`config.mk`:
```
export PLATFORM = sky130hd
export DESIGN_NAME = output_macrocell_config
export DESIGN_NICKNAME = d
export VERILOG_FILES = /design/src/verilog/oms_pkg.sv /design/src/verilog/oms_cell.sv /design/src/verilog/oms_sig.sv /design/src/verilog/output_macrocell_config.sv
export SDC_FILE = /design/constraint.sdc
export NUM_CORES = 1
export LEC_CHECK = 0
export BUFFER_PORTS_ARGS = -buffer_cell sky130_fd_sc_hd__buf_2
export CORE_ASPECT_RATIO = 1.1
export CORE_UTILIZATION = 40
export CTS_BUF_LIST = sky130_fd_sc_hd__clkbuf_8
export CTS_CLUSTER_SIZE = 8
export DETAILED_ROUTE_END_ITERATION = 7
export SLEW_MARGIN = 20
export SYNTH_ARGS = -nofsm -noshare
export SYNTH_HDL_FRONTEND = slang
export SYNTH_SLANG_ARGS = --single-unit
```
`constraint.sdc`:
```
create_clock -name core_clk -period 4.2 [get_ports core_clk]
set_input_delay 0.84 -clock core_clk [delete_from_list [all_inputs] [get_ports core_clk]]
set_output_delay 0.84 -clock core_clk [all_outputs]
set_load 0.05 [all_outputs]
```
`src/verilog/oms_pkg.sv`:
```
// oms_pkg: shared constants, register map and mode types of the output macrocell block.
// assumes a 32-bit apb slave decode on byte addresses with word-aligned registers.
package oms_pkg;
    localparam int OMS_CELLS = 8;
    localparam int OMS_TERMS = 8;
    localparam int OMS_ADDR_W = 8;
    // register byte offsets
    localparam logic [7:0] OMS_CTRL_OFF = 8'h00;
    localparam logic [7:0] OMS_POL_OFF = 8'h04;
    localparam logic [7:0] OMS_IOCFG_OFF = 8'h08;
    localparam logic [7:0] OMS_SIGLO_OFF = 8'h0c;
    localparam logic [7:0] OMS_SIGHI_OFF = 8'h10;
    localparam logic [7:0] OMS_STAT_OFF = 8'h14;
    // control fields
    localparam int OMS_CTRL_SYNC_BIT = 0;
    localparam int OMS_CTRL_SEL_BIT = 1;
    localparam int OMS_CTRL_RUN_BIT = 2;
    // status fields
    localparam int OMS_ST_MODE_LSB = 0;
    localparam int OMS_ST_RUN_BIT = 2;
    localparam int OMS_ST_REFUSED_BIT = 3;
    localparam int OMS_ST_REGQ_LSB = 8;
    localparam int OMS_ST_PIN_LSB = 16;
    localparam int OMS_ST_OE_LSB = 24;
    // mode codes as {global_mode_select_bit, sync_mode_bit}
    localparam logic [1:0] OMS_CODE_REGISTERED = 2'h1;
    localparam logic [1:0] OMS_CODE_COMPLEX = 2'h3;
    localparam logic [1:0] OMS_CODE_SIMPLE = 2'h2;
    // reset values
    localparam logic [1:0] OMS_MODE_RST = 2'h2;
    localparam logic [7:0] OMS_POL_RST = 8'h00;
    localparam logic [7:0] OMS_IOCFG_RST = 8'h00;
    localparam logic [63:0] OMS_SIG_RST = 64'h0;
    // fuse positions of the architecture and signature fields
    localparam int OMS_SIG_FUSE_FIRST = 2568;
    localparam int OMS_SIG_FUSE_LAST = 2631;
    localparam int OMS_SYNC_FUSE = 2704;
    localparam int OMS_SEL_FUSE = 2705;

    typedef enum logic [1:0] {OMS_REGISTERED, OMS_COMPLEX, OMS_SIMPLE} oms_mode_t;

    function automatic logic omsLegal(input logic [1:0] code);
        return (code == OMS_CODE_REGISTERED) || (code == OMS_CODE_COMPLEX) || (code == OMS_CODE_SIMPLE);
    endfunction

    function automatic oms_mode_t omsDecode(input logic [1:0] code);
        if (code == OMS_CODE_REGISTERED) begin
            return OMS_REGISTERED;
        end
        if (code == OMS_CODE_COMPLEX) begin
            return OMS_COMPLEX;
        end
        return OMS_SIMPLE;
    endfunction
endpackage

```
`src/verilog/oms_cell.sv`:
```
// oms_cell: combinational datapath of one output macrocell.
// assumes product terms, the stored register bit and the shared enable pin arrive from the top.
`timescale 1ns/1ps
module oms_cell
    import oms_pkg::*;
#(
    parameter int TERMS = OMS_TERMS
) (
    input  wire oms_mode_t          mode,
    input  wire logic               polarity,
    input  wire logic               ioCfg,
    input  wire logic               isCentre,
    input  wire logic [TERMS-1:0]   terms,
    input  wire logic               regQ,
    input  wire logic               oePinN,
    output logic                    sumRaw,
    output logic                    pinVal,
    output logic                    pinEn
);
    always_comb begin
        sumRaw = |terms;
        pinVal = sumRaw ^ polarity;
        pinEn = 1'b1;
        unique case (mode)
            OMS_REGISTERED: begin
                if (ioCfg) begin
                    sumRaw = |terms[TERMS-1:1];
                    pinVal = sumRaw ^ polarity;
                    pinEn = terms[0];
                end else begin
                    pinVal = regQ ^ polarity;
                    pinEn = ~oePinN;
                end
            end
            OMS_COMPLEX: begin
                sumRaw = |terms[TERMS-1:1];
                pinVal = sumRaw ^ polarity;
                pinEn = terms[0];
            end
            OMS_SIMPLE: begin
                pinEn = ~ioCfg | isCentre;
            end
        endcase
    end
endmodule

```
`src/verilog/oms_sig.sv`:
```
// oms_sig: 64-bit user signature store, written a byte lane at a time.
// assumes write strobes are single-cycle pulses from the bus slave.
`timescale 1ns/1ps
module oms_sig
    import oms_pkg::*;
(
    input  wire logic        core_clk,
    input  wire logic        rst,
    input  wire logic        wrLo,
    input  wire logic        wrHi,
    input  wire logic [3:0]  strb,
    input  wire logic [31:0] wdata,
    output logic [63:0]      sig
);
    // byte 7 (bits 63:56) sits at the lowest fuse position
    always_ff @(posedge core_clk) begin
        if (rst) begin
            sig <= OMS_SIG_RST;
        end else begin
            for (int b = 0; b < 4; b++) begin
                if (wrLo && strb[b]) begin
                    sig[8*b +: 8] <= wdata[8*b +: 8];
                end
                if (wrHi && strb[b]) begin
                    sig[32 + 8*b +: 8] <= wdata[8*b +: 8];
                end
            end
        end
    end
endmodule

```
`src/verilog/output_macrocell_config.sv`:
```
// output_macrocell_config: eight configurable output macrocells with an apb register file.
// assumes apb4 master on core_clk; pins, clock pin and enable pin are synchronous inputs.
//
// Overview of operation
// - Two global bits select one of exactly three modes for all cells: simple, complex or registered.
// - Each cell has a polarity bit that inverts or passes its output in every mode.
// - Each cell has a configuration bit choosing I/O cell or the mode's dedicated output type.
// - The architecture is two global bits plus two bits per cell, eighteen in all.
// - In registered mode the clock pin is always the register clock and the enable pin the shared enable.
// - Registered cells share the common clock and enable; any cell may be register or I/O.
// - In registered mode a register sums eight terms and an I/O cell sums seven.
// - In complex mode at most six cells are I/O; the two outermost cells are output only.
// - In complex mode the clock and enable pins feed the array on the outermost cells' feedback lines.
// - In complex mode each cell sums seven terms and one more term drives its output enable.
// - In simple mode a pin is a dedicated input or an always-enabled output of eight terms.
// - In simple mode feedback comes via the adjacent pin and the centre cells are always outputs.
// - In complex and simple modes the clock and enable pins are plain array inputs.
// - A 64-bit user signature of eight bytes is held, byte 7 the most significant.
// - Registers capture their sum on the rising edge of the shared clock pin.
//
// Register access over APB and the address map were decided locally.
`timescale 1ns/1ps
module output_macrocell_config
    import oms_pkg::*;
#(
    parameter int CELLS = OMS_CELLS,
    parameter int TERMS = OMS_TERMS
) (
    input  wire logic                  core_clk,
    input  wire logic                  rst,
    input  wire logic                  psel,
    input  wire logic                  penable,
    input  wire logic                  pwrite,
    input  wire logic [OMS_ADDR_W-1:0] paddr,
    input  wire logic [31:0]           pwdata,
    input  wire logic [3:0]            pstrb,
    output logic                       pready,
    output logic [31:0]                prdata,
    output logic                       pslverr,
    input  wire logic [CELLS*TERMS-1:0] termIn,
    input  wire logic                  clkPin,
    input  wire logic                  oePinN,
    input  wire logic [CELLS-1:0]      pinIn,
    output logic [CELLS-1:0]           pinOut,
    output logic [CELLS-1:0]           pinOe,
    output logic [CELLS-1:0]           arrayFb,
    output logic [1:0]                 dedIn
);
    if (CELLS != OMS_CELLS || TERMS < 2 || TERMS > 32) begin : g_bad
        $error("unsupported CELLS or TERMS");
    end

    // architecture state
    logic              syncModeBit;
    logic              globalModeSelectBit;
    logic              run;
    logic [CELLS-1:0]  polarity;
    logic [CELLS-1:0]  cellIoConfigBit;
    logic [63:0]       userSignatureField;
    logic              refused;
    oms_mode_t         mode;

    // datapath state
    logic              clkPinQ;
    logic              clkRise;
    logic [CELLS-1:0]  regQ;
    logic [CELLS-1:0]  sumRaw;
    logic [CELLS-1:0]  cellVal;
    logic [CELLS-1:0]  cellEn;
    logic [CELLS-1:0]  next_arrayFb;
    logic [1:0]        next_dedIn;

    // bus decode
    logic              access;
    logic              done;
    logic              wrDone;
    logic              hitCtrl;
    logic              hitPol;
    logic              hitIo;
    logic              hitSigLo;
    logic              hitSigHi;
    logic              hitStat;
    logic              mapped;
    logic              staticHit;
    logic              badMode;
    logic              wrErr;
    logic              next_err;
    logic [31:0]       next_rdata;

    assign mode = omsDecode({globalModeSelectBit, syncModeBit});

    // apb slave: answer one cycle into the access phase
    assign access = psel & penable & ~pready;
    assign done = psel & penable & pready;
    assign hitCtrl = (paddr == OMS_CTRL_OFF);
    assign hitPol = (paddr == OMS_POL_OFF);
    assign hitIo = (paddr == OMS_IOCFG_OFF);
    assign hitSigLo = (paddr == OMS_SIGLO_OFF);
    assign hitSigHi = (paddr == OMS_SIGHI_OFF);
    assign hitStat = (paddr == OMS_STAT_OFF);
    assign mapped = hitCtrl | hitPol | hitIo | hitSigLo | hitSigHi | hitStat;
    assign staticHit = hitPol | hitIo | hitSigLo | hitSigHi;
    // a mode change while running is dropped, so only the run bit matters then
    assign badMode = hitCtrl & ~run & pstrb[0]
                   & ~omsLegal({pwdata[OMS_CTRL_SEL_BIT], pwdata[OMS_CTRL_SYNC_BIT]});
    assign wrErr = pwrite & ((staticHit & run) | badMode);
    assign next_err = ~mapped | wrErr;
    assign wrDone = done & pwrite & ~pslverr;

    always_comb begin
        next_rdata = 32'h0;
        unique case (1'b1)
            hitCtrl: begin
                next_rdata[OMS_CTRL_SYNC_BIT] = syncModeBit;
                next_rdata[OMS_CTRL_SEL_BIT] = globalModeSelectBit;
                next_rdata[OMS_CTRL_RUN_BIT] = run;
            end
            hitPol: next_rdata[CELLS-1:0] = polarity;
            hitIo: next_rdata[CELLS-1:0] = cellIoConfigBit;
            hitSigLo: next_rdata = userSignatureField[31:0];
            hitSigHi: next_rdata = userSignatureField[63:32];
            hitStat: begin
                next_rdata[OMS_ST_MODE_LSB +: 2] = {globalModeSelectBit, syncModeBit};
                next_rdata[OMS_ST_RUN_BIT] = run;
                next_rdata[OMS_ST_REFUSED_BIT] = refused;
                next_rdata[OMS_ST_REGQ_LSB +: CELLS] = regQ;
                next_rdata[OMS_ST_PIN_LSB +: CELLS] = pinIn;
                next_rdata[OMS_ST_OE_LSB +: CELLS] = pinOe;
            end
            default: next_rdata = 32'h0;
        endcase
    end

    always_ff @(posedge core_clk) begin
        if (rst) begin
            pready <= 1'b0;
        end else begin
            pready <= access;
        end
    end

    always_ff @(posedge core_clk) begin
        if (rst) begin
            pslverr <= 1'b0;
        end else begin
            pslverr <= access & next_err;
        end
    end

    always_ff @(posedge core_clk) begin
        if (rst) begin
            prdata <= 32'h0;
        end else if (access) begin
            prdata <= pwrite ? 32'h0 : next_rdata;
        end
    end

    // architecture registers, writable only while stopped except the run bit
    always_ff @(posedge core_clk) begin
        if (rst) begin
            {globalModeSelectBit, syncModeBit} <= OMS_MODE_RST;
            run <= 1'b0;
        end else if (wrDone && hitCtrl && pstrb[0]) begin
            run <= pwdata[OMS_CTRL_RUN_BIT];
            if (!run) begin
                syncModeBit <= pwdata[OMS_CTRL_SYNC_BIT];
                globalModeSelectBit <= pwdata[OMS_CTRL_SEL_BIT];
            end
        end
    end

    always_ff @(posedge core_clk) begin
        if (rst) begin
            polarity <= OMS_POL_RST;
        end else if (wrDone && hitPol && pstrb[0]) begin
            polarity <= pwdata[CELLS-1:0];
        end
    end

    always_ff @(posedge core_clk) begin
        if (rst) begin
            cellIoConfigBit <= OMS_IOCFG_RST;
        end else if (wrDone && hitIo && pstrb[0]) begin
            cellIoConfigBit <= pwdata[CELLS-1:0];
        end
    end

    // refused-write flag: a new refusal wins over a clear in the same cycle
    always_ff @(posedge core_clk) begin
        if (rst) begin
            refused <= 1'b0;
        end else if (done && pwrite && wrErr) begin
            refused <= 1'b1;
        end else if (wrDone && hitStat && pstrb[0] && pwdata[OMS_ST_REFUSED_BIT]) begin
            refused <= 1'b0;
        end
    end

    oms_sig u_sig (
        .core_clk (core_clk),
        .rst      (rst),
        .wrLo     (wrDone & hitSigLo),
        .wrHi     (wrDone & hitSigHi),
        .strb     (pstrb),
        .wdata    (pwdata),
        .sig      (userSignatureField)
    );

    // macrocell array
    for (genvar i = 0; i < CELLS; i++) begin : g_cell
        oms_cell #(
            .TERMS (TERMS)
        ) u_cell (
            .mode     (mode),
            .polarity (polarity[i]),
            .ioCfg    (cellIoConfigBit[i]),
            .isCentre ((i == CELLS/2 - 1) || (i == CELLS/2)),
            .terms    (termIn[i*TERMS +: TERMS]),
            .regQ     (regQ[i]),
            .oePinN   (oePinN),
            .sumRaw   (sumRaw[i]),
            .pinVal   (cellVal[i]),
            .pinEn    (cellEn[i])
        );
    end

    // shared clock pin edge; pins are synchronous so one stage suffices
    always_ff @(posedge core_clk) begin
        if (rst) begin
            clkPinQ <= 1'b0;
        end else begin
            clkPinQ <= clkPin;
        end
    end

    assign clkRise = clkPin & ~clkPinQ;

    always_ff @(posedge core_clk) begin
        if (rst) begin
            regQ <= '0;
        end else if (run && mode == OMS_REGISTERED && clkRise) begin
            for (int i = 0; i < CELLS; i++) begin
                if (!cellIoConfigBit[i]) begin
                    regQ[i] <= sumRaw[i];
                end
            end
        end
    end

    // feedback routing into the array
    always_comb begin
        next_arrayFb = '0;
        next_dedIn = 2'h0;
        if (run) begin
            unique case (mode)
                OMS_REGISTERED: begin
                    for (int i = 0; i < CELLS; i++) begin
                        next_arrayFb[i] = cellIoConfigBit[i] ? pinIn[i] : regQ[i];
                    end
                end
                OMS_COMPLEX: begin
                    for (int i = 1; i < CELLS - 1; i++) begin
                        next_arrayFb[i] = cellIoConfigBit[i] & pinIn[i];
                    end
                    next_arrayFb[0] = clkPin;
                    next_arrayFb[CELLS-1] = oePinN;
                    next_dedIn = {oePinN, clkPin};
                end
                OMS_SIMPLE: begin
                    // line i reads its outward neighbour; centre pins feed no line
                    for (int i = 1; i < CELLS/2; i++) begin
                        next_arrayFb[i] = cellIoConfigBit[i-1] & pinIn[i-1];
                    end
                    for (int i = CELLS/2; i < CELLS - 1; i++) begin
                        next_arrayFb[i] = cellIoConfigBit[i+1] & pinIn[i+1];
                    end
                    next_dedIn = {oePinN, clkPin};
                end
            endcase
        end
    end

    always_ff @(posedge core_clk) begin
        if (rst) begin
            arrayFb <= '0;
            dedIn <= 2'h0;
        end else begin
            arrayFb <= next_arrayFb;
            dedIn <= next_dedIn;
        end
    end

    // pins stay released until run is set
    always_ff @(posedge core_clk) begin
        if (rst) begin
            pinOut <= '0;
            pinOe <= '0;
        end else begin
            pinOut <= run ? cellVal : '0;
            pinOe <= run ? cellEn : '0;
        end
    end

endmodule

```
* Yosys cells after proc, flatten, opt, wreduce, memory -nomap -nowiden
Index checks and enable logic that the tools add are counted.
** Storage, ports and cells
- Flip-flop bits (word level) :: 153
- Memory bits (writable) :: 0
- Bits in latches :: 0
- Memories :: 0
- Logic and storage cells :: 234
- Input port bits :: 123
- Bits in read-only memories :: 0
- Output and inout bits :: 60
** Operators by class
- Add/subtract/negate cells :: 0
- Order comparisons :: 0
- Bitwise operators :: 72
- Shift operators :: 0
- Multiply operators :: 0
- Reduce and logical (&&, ||, !) cells :: 55
- Div/mod/pow operators :: 0
- Muxes and demuxes :: 65
- Eq/ne operators :: 12
** Operators by type and width (count)
- $pmux 24 s3 :: 1
- $reduce_or 8->1 :: 8
- $reduce_or 7->1 :: 8
- $mux 1 :: 37
- $mux 32 :: 1
- $pmux 1 s3 :: 8
- $xor 1x1->1 :: 24
- $and 1x1->1 :: 22
- $logic_and 1x1->1 :: 21
- $pmux 1 s2 :: 10
- $pmux 6 s3 :: 1
- $reduce_and 2->1 :: 9
- $eq 8x4->1 const B :: 2
- $eq 8x5->1 const B :: 2
- $not 1->1 :: 16
- $pmux 4 s4 :: 1
- $pmux 3 s5 :: 1
- $or 1x1->1 :: 10
- $eq 2x2->1 const B :: 4
- $eq 8x3->1 const B :: 1
- $logic_not 8->1 :: 1
- $mux 2 :: 4
- $eq 2x1->1 const B :: 3
- $reduce_or 2->1 :: 3
- 5 further kinds :: 6

* Depth between registers and ports, before layout
- Word-level depth :: 9
- Gate-level depth with buffers :: 7
- Gate-level depth less buffers :: 6

* Cells and area by module
A second synthesis with hierarchy kept.
** Second synthesis, totals
- Cell total of the unflattened synthesis :: 878
- Area total of the unflattened synthesis :: 8354.3 um^2
** Modules (own cells, without submodules)
- output_macrocell_config :: cells an instance 432, area an instance 4175.3 um^2, sequential area each 1781.7 um^2, instances 1
- oms_sig :: cells an instance 246, area an instance 2667.6 um^2, sequential area each 1281.2 um^2, instances 1
- oms_cell :: cells an instance 25, area an instance 188.9 um^2, sequential area each 0.0 um^2, instances 8

* Worst setup path after synthesis
Ideal clock, no wire load.
- Path type :: input to register
- Start :: input paddr[2]
- End :: register u_sig.sig[24]
- Arrival :: 2271 ps
- Setup time :: 132 ps
- Buffers on the path :: 3
- Required time :: 4068 ps
- Stages on the path :: 7
- Slack :: 1797 ps
- Cells stage by stage :: buf_4 or4b_1 buf_4 nor4_4 buf_4 a21bo_2 a21oi_1
** Between the ends
- Word-level cells in the longest chain between the ends :: 3
** Ends and longest elaborated chain
- start: declaration :: RTL line output_macrocell_config.sv:34 : input wire logic [OMS_ADDR_W-1:0] paddr,
- $eq 8x4->1 :: RTL line output_macrocell_config.sv:98 : assign hitSigLo = (paddr == OMS_SIGLO_OFF);
- $and 1x1->1 :: RTL line output_macrocell_config.sv:202 : .wrLo (wrDone & hitSigLo),
- $logic_and 1x1->1 :: RTL line oms_sig.sv:21 : if (wrLo && strb[b]) begin
- end signal: indexed assignment :: RTL line oms_sig.sv:22 : sig[8*b +: 8] <= wdata[8*b +: 8];
- end signal: indexed assignment :: RTL line oms_sig.sv:25 : sig[32 + 8*b +: 8] <= wdata[8*b +: 8];
- end: declaration :: RTL line oms_sig.sv:13 : output logic [63:0] sig
No other way between the ends.
A chain may end at the register's enable or synchronous reset.

* Final worst setup path
- Start :: register globalModeSelectBit
- End :: register regQ[2]
** Between the ends
- Word-level cells in the longest chain between the ends :: 9
- Elaborated cells between the ends (all ways) :: 14
- Those cells by class :: eq/ne (3); mux (7); reduce/logical (4)
** Ends and longest elaborated chain
- start: declaration :: RTL line output_macrocell_config.sv:55 : logic globalModeSelectBit;
- start signal: assignment :: RTL line output_macrocell_config.sv:167 : globalModeSelectBit <= pwdata[OMS_CTRL_SEL_BIT];
- $eq 2x2->1 :: RTL line oms_pkg.sv:50 : if (code == OMS_CODE_COMPLEX) begin
- $mux 1 (2 in a row) :: RTL line oms_pkg.sv:50
- $mux 2 :: RTL line oms_pkg.sv:53 : return OMS_SIMPLE;
- $mux 2 * :: RTL line oms_pkg.sv:50
- $logic_not 2->1 :: RTL line oms_cell.sv:24, output_macrocell_config.sv:241
- $logic_and 1x1->1 (2 in a row) :: RTL line output_macrocell_config.sv:241 : end else if (run && mode == OMS_REGISTERED && clkRise) begin
- $reduce_and 2->1 (no source line)
- end signal: indexed assignment :: RTL line output_macrocell_config.sv:244 : regQ[i] <= sumRaw[i];
- end: declaration :: RTL line output_macrocell_config.sv:66 : logic [CELLS-1:0] regQ;
Mark *: on every way between the ends. The rest lies on a longest branch, timed or not. The select of a mux whose other input is x is not followed.

==> impl_metrics.json <==
{
  "crit_cells": 4,
  "synth-edff-count": 0,
  "synthXorXnorAreaFrac": 0.002450,
  "synthDistinctLibCells": 57,
  "placed_cells": 1162,
  "path_clk_slew_ns": 0.09,
  "drive_above_1_share": 0.2865,
  "synthTopCellsByArea": "dfxtp_1, mux2i_1, nand2_1",
  "synth_compound_area_frac": 0.2203,
  "yosysSeqAreaShare": 0.4284,
  "drtAntennaViolNets": 0,
  "outcome": "finished clean",
  "grt_overflow": 0,
  "nets": 1070,
  "period_minus_slack_ns": 2.440,
  "hold_class": "reg -> reg",
  "slew_headroom": 0.3259,
  "ys_seq_elements": 153,
  "setup_viol": 0,
  "gp_congestion": 0.8332,
  "final_core_util": 0.5010,
  "antennaDiodeCount": 0,
  "core.rowCount": 50,
  "grt_pass1_wl_um": 35300,
  "routed_wl_um": 23040,
  "die_width_um": 129.5,
  "cts-root-buf": "clkbuf_8",
  "core-area_um2": 17270,
  "cts_buffers": 17,
  "die_area_um2": 18410,
  "max_stage_delay_ns": 0.68,
  "rr_worst_depth": 4,
  "ctsHoldBuffers": 0,
  "num_vias": 6674,
  "hpwl_um": 16850,
  "synth_top_family_by_area": "compound AO/OA/AOI/OAI gates",
  "power.density_nw_per_um2": 348.1,
  "groute.usage.overall": 0.2559,
  "synth_area_um2": 7149,
  "die_y_um": 142.2,
  "cp-end-kind": "flop",
  "skew_ns": 0.009669,
  "cts_setup_buffers": 0,
  "final_common_cell": "buf_2",
  "peakVddDrop_mv": 0.1851,
  "critPathBufInv": 0,
  "syn_inst": 800,
  "holdCritStartpoint": "u_sig.sig[44]",
  "reg2reg_from": "globalModeSelectBit",
  "fmaxAchievable_mhz": 409.8,
  "area_growth_syn_to_layout_pct": 21.00,
  "ctsResizeCount": 0,
  "drv_cap": 0,
  "num-fill-cells": 1707,
  "period_share": 0.5810,
  "stdcell_area_um2": 8651,
  "synth_top_area_share": 0.4284,
  "path_class": "reg -> reg",
  "via_per_inst": 5.590,
  "grt_pass1_vias": 6135,
  "ios": 183,
  "cts_sinks": 153,
  "tns_ns": 0,
  "ys.flop_type": "dfxtp_1",
  "finalMaxSlewViolations": 0,
  "synth_mux_area_frac": 0.1143,
  "yosys.area_share.simple": 0.1894,
  "yosys_warnings": 0,
  "worst_r2r_endpoint": "regQ[2]",
  "synth_fp_nets": 923,
  "layout_common_cells": "buf_2, dfxtp_1, nand2_1",
  "r2r_slack_ns": 1.76,
  "rsz0062_at_grt": "false",
  "start_kind": "flop",
  "min_path_cells": 2,
  "slowest_stage": "or3_1",
  "finalHoldViolations": 0,
  "cts.path.max_buffers": 2,
  "cts_max_level": 4,
  "synth_adder_area_share": 0,
  "async_flop_share": 0,
  "cts_tree": "built",
  "critPathTopFamily": "simple AND/OR/NAND/NOR gates",
  "placed_area_um2": 8163,
  "drt_iter0_drc": 457,
  "critPathArrivalTime_ns": 2.83,
  "path_max_fanout": 30,
  "fin_cells": 1194,
  "clkLatencyLatePin_ns": 0.46,
  "worstMarginPinSlew_ns": 1.010,
  "start_util": 0.4141,
  "drc": 0,
  "antenna_found_initial": 0,
  "cp_data_required_time_ns": 4.59,
  "portBuffers": 182,
  "dr.pass1.iters": 5,
  "synth_largest_area_cell": "dfxtp_1",
  "wl_per_cell_um": 19.30,
  "p_leak_nw": 3.605,
  "avgSynthCellArea_um2": 8.937,
  "worstPathCellList": "nand2b_1, or3_1, a311o_1, a21oi_1",
  "hold_end": "u_sig.sig[44]",
  "grt_max_degree": 75
}
==> worst max path at each step <==
stage	start	slack (ns)	endpoint
floorplan	paddr[2]	1.80	u_sig.sig[24]
finish	globalModeSelectBit	1.76	regQ[2]
CTS	globalModeSelectBit	1.78	regQ[2]
global placement	paddr[5]	1.31	u_sig.sig[24]
detailed placement	paddr[5]	1.29	u_sig.sig[22]
global route	globalModeSelectBit	1.60	regQ[2]
==> logic make-up after synthesis <==
logic type / after synthesis
AO/OA/AOI/OAI: 217
XOR/XNOR: 2
buffers and inverters: 74
flip-flops: 153
multiplexers: 80
AND/OR/NAND/NOR: 274
==> sequential cells by signal (all words and copies together) (netlist names) <==
name                 count
polarity                 8
prdata                  32
pslverr                  1
arrayFb                  8
syncModeBit              1
pinOut                   8
refused                  1
run                      1
regQ                     8
pready                   1
globalModeSelectBit      1
pinOe                    8
dedIn                    2
clkPinQ                  1
cellIoConfigBit          8
u_sig.sig               64
==> worst reg2reg max path, stage by stage (launching register included) <==
cell      delay [ns]
dfxtp_1         0.65
nand2b_1        0.49
or3_1           0.68
a311o_1         0.42
a21oi_1         0.15
==> per-stage QoR <==
step / hold slack, ns / power (mW) / setup slack (ns)
global route: 0.4764 / 3.098 / 1.603
finish: 0.4566 / 3.012 / 1.760
global placement: 0.4406 / 1.684 / 1.315
detailed placement: 0.4436 / 1.685 / 1.289
CTS: 0.4596 / 3.027 / 1.782
floorplan: 0.4322 / 1.577 / 1.797
==> power breakdown <==
part           total (mW)  internal (mW)  switching (mW)
sequential           1.45           1.45         0.00137
clock                1.36          0.765           0.595
combinational       0.200         0.0692           0.131
total                3.01           2.29           0.727
==> cell usage after synthesis, drive strengths merged, types with 2 or more instances <==
library cell / number
and4: 7
a41oi: 2
or3b: 3
o21ai: 35
nand2b: 10
nand4: 4
inv: 6
o21a: 5
nor4b: 3
nand3: 37
a32oi: 3
mux2: 13
or3: 5
a21oi: 46
mux2i: 67
nor2b: 8
clkbuf: 45
nor2: 25
nand2: 131
and3: 5
xnor2: 2
dfxtp: 153
o211ai: 2
a221o: 4
a21bo: 24
nor3b: 2
a22o: 19
nor3: 18
a211oi: 2
a221oi: 3
a31oi: 7
and3b: 2
buf: 23
o2bb2ai: 14
nor4: 11
a22oi: 27
a311o: 8
a311oi: 4
o22a: 5
==> layout make-up <==
class                           count  area, µm²  share of cell area
Clock inverter                     12      212.7             0.02459
Clock buffer                       20      275.3             0.03182
Multi-Input combinational cell    573       3769              0.4356
Tap cell                          234      292.8             0.03384
Timing Repair Buffer              196       1016              0.1174
Sequential cell                   153       3063              0.3541
Inverter                            6      22.52            0.002603
==> per-layer routing <==
layer / vias up / part of all wire / global-route usage
li1: 3218 / - / -
met1: 3139 / 0.45 / 0.3505
met2: 283 / 0.46 / 0.4072
met3: 34 / 0.064 / 0.04060
met4: 0 / 0.022 / 0.08874
met5: - / 0 / 0
Note: power is estimated with default switching activity, not from simulation.
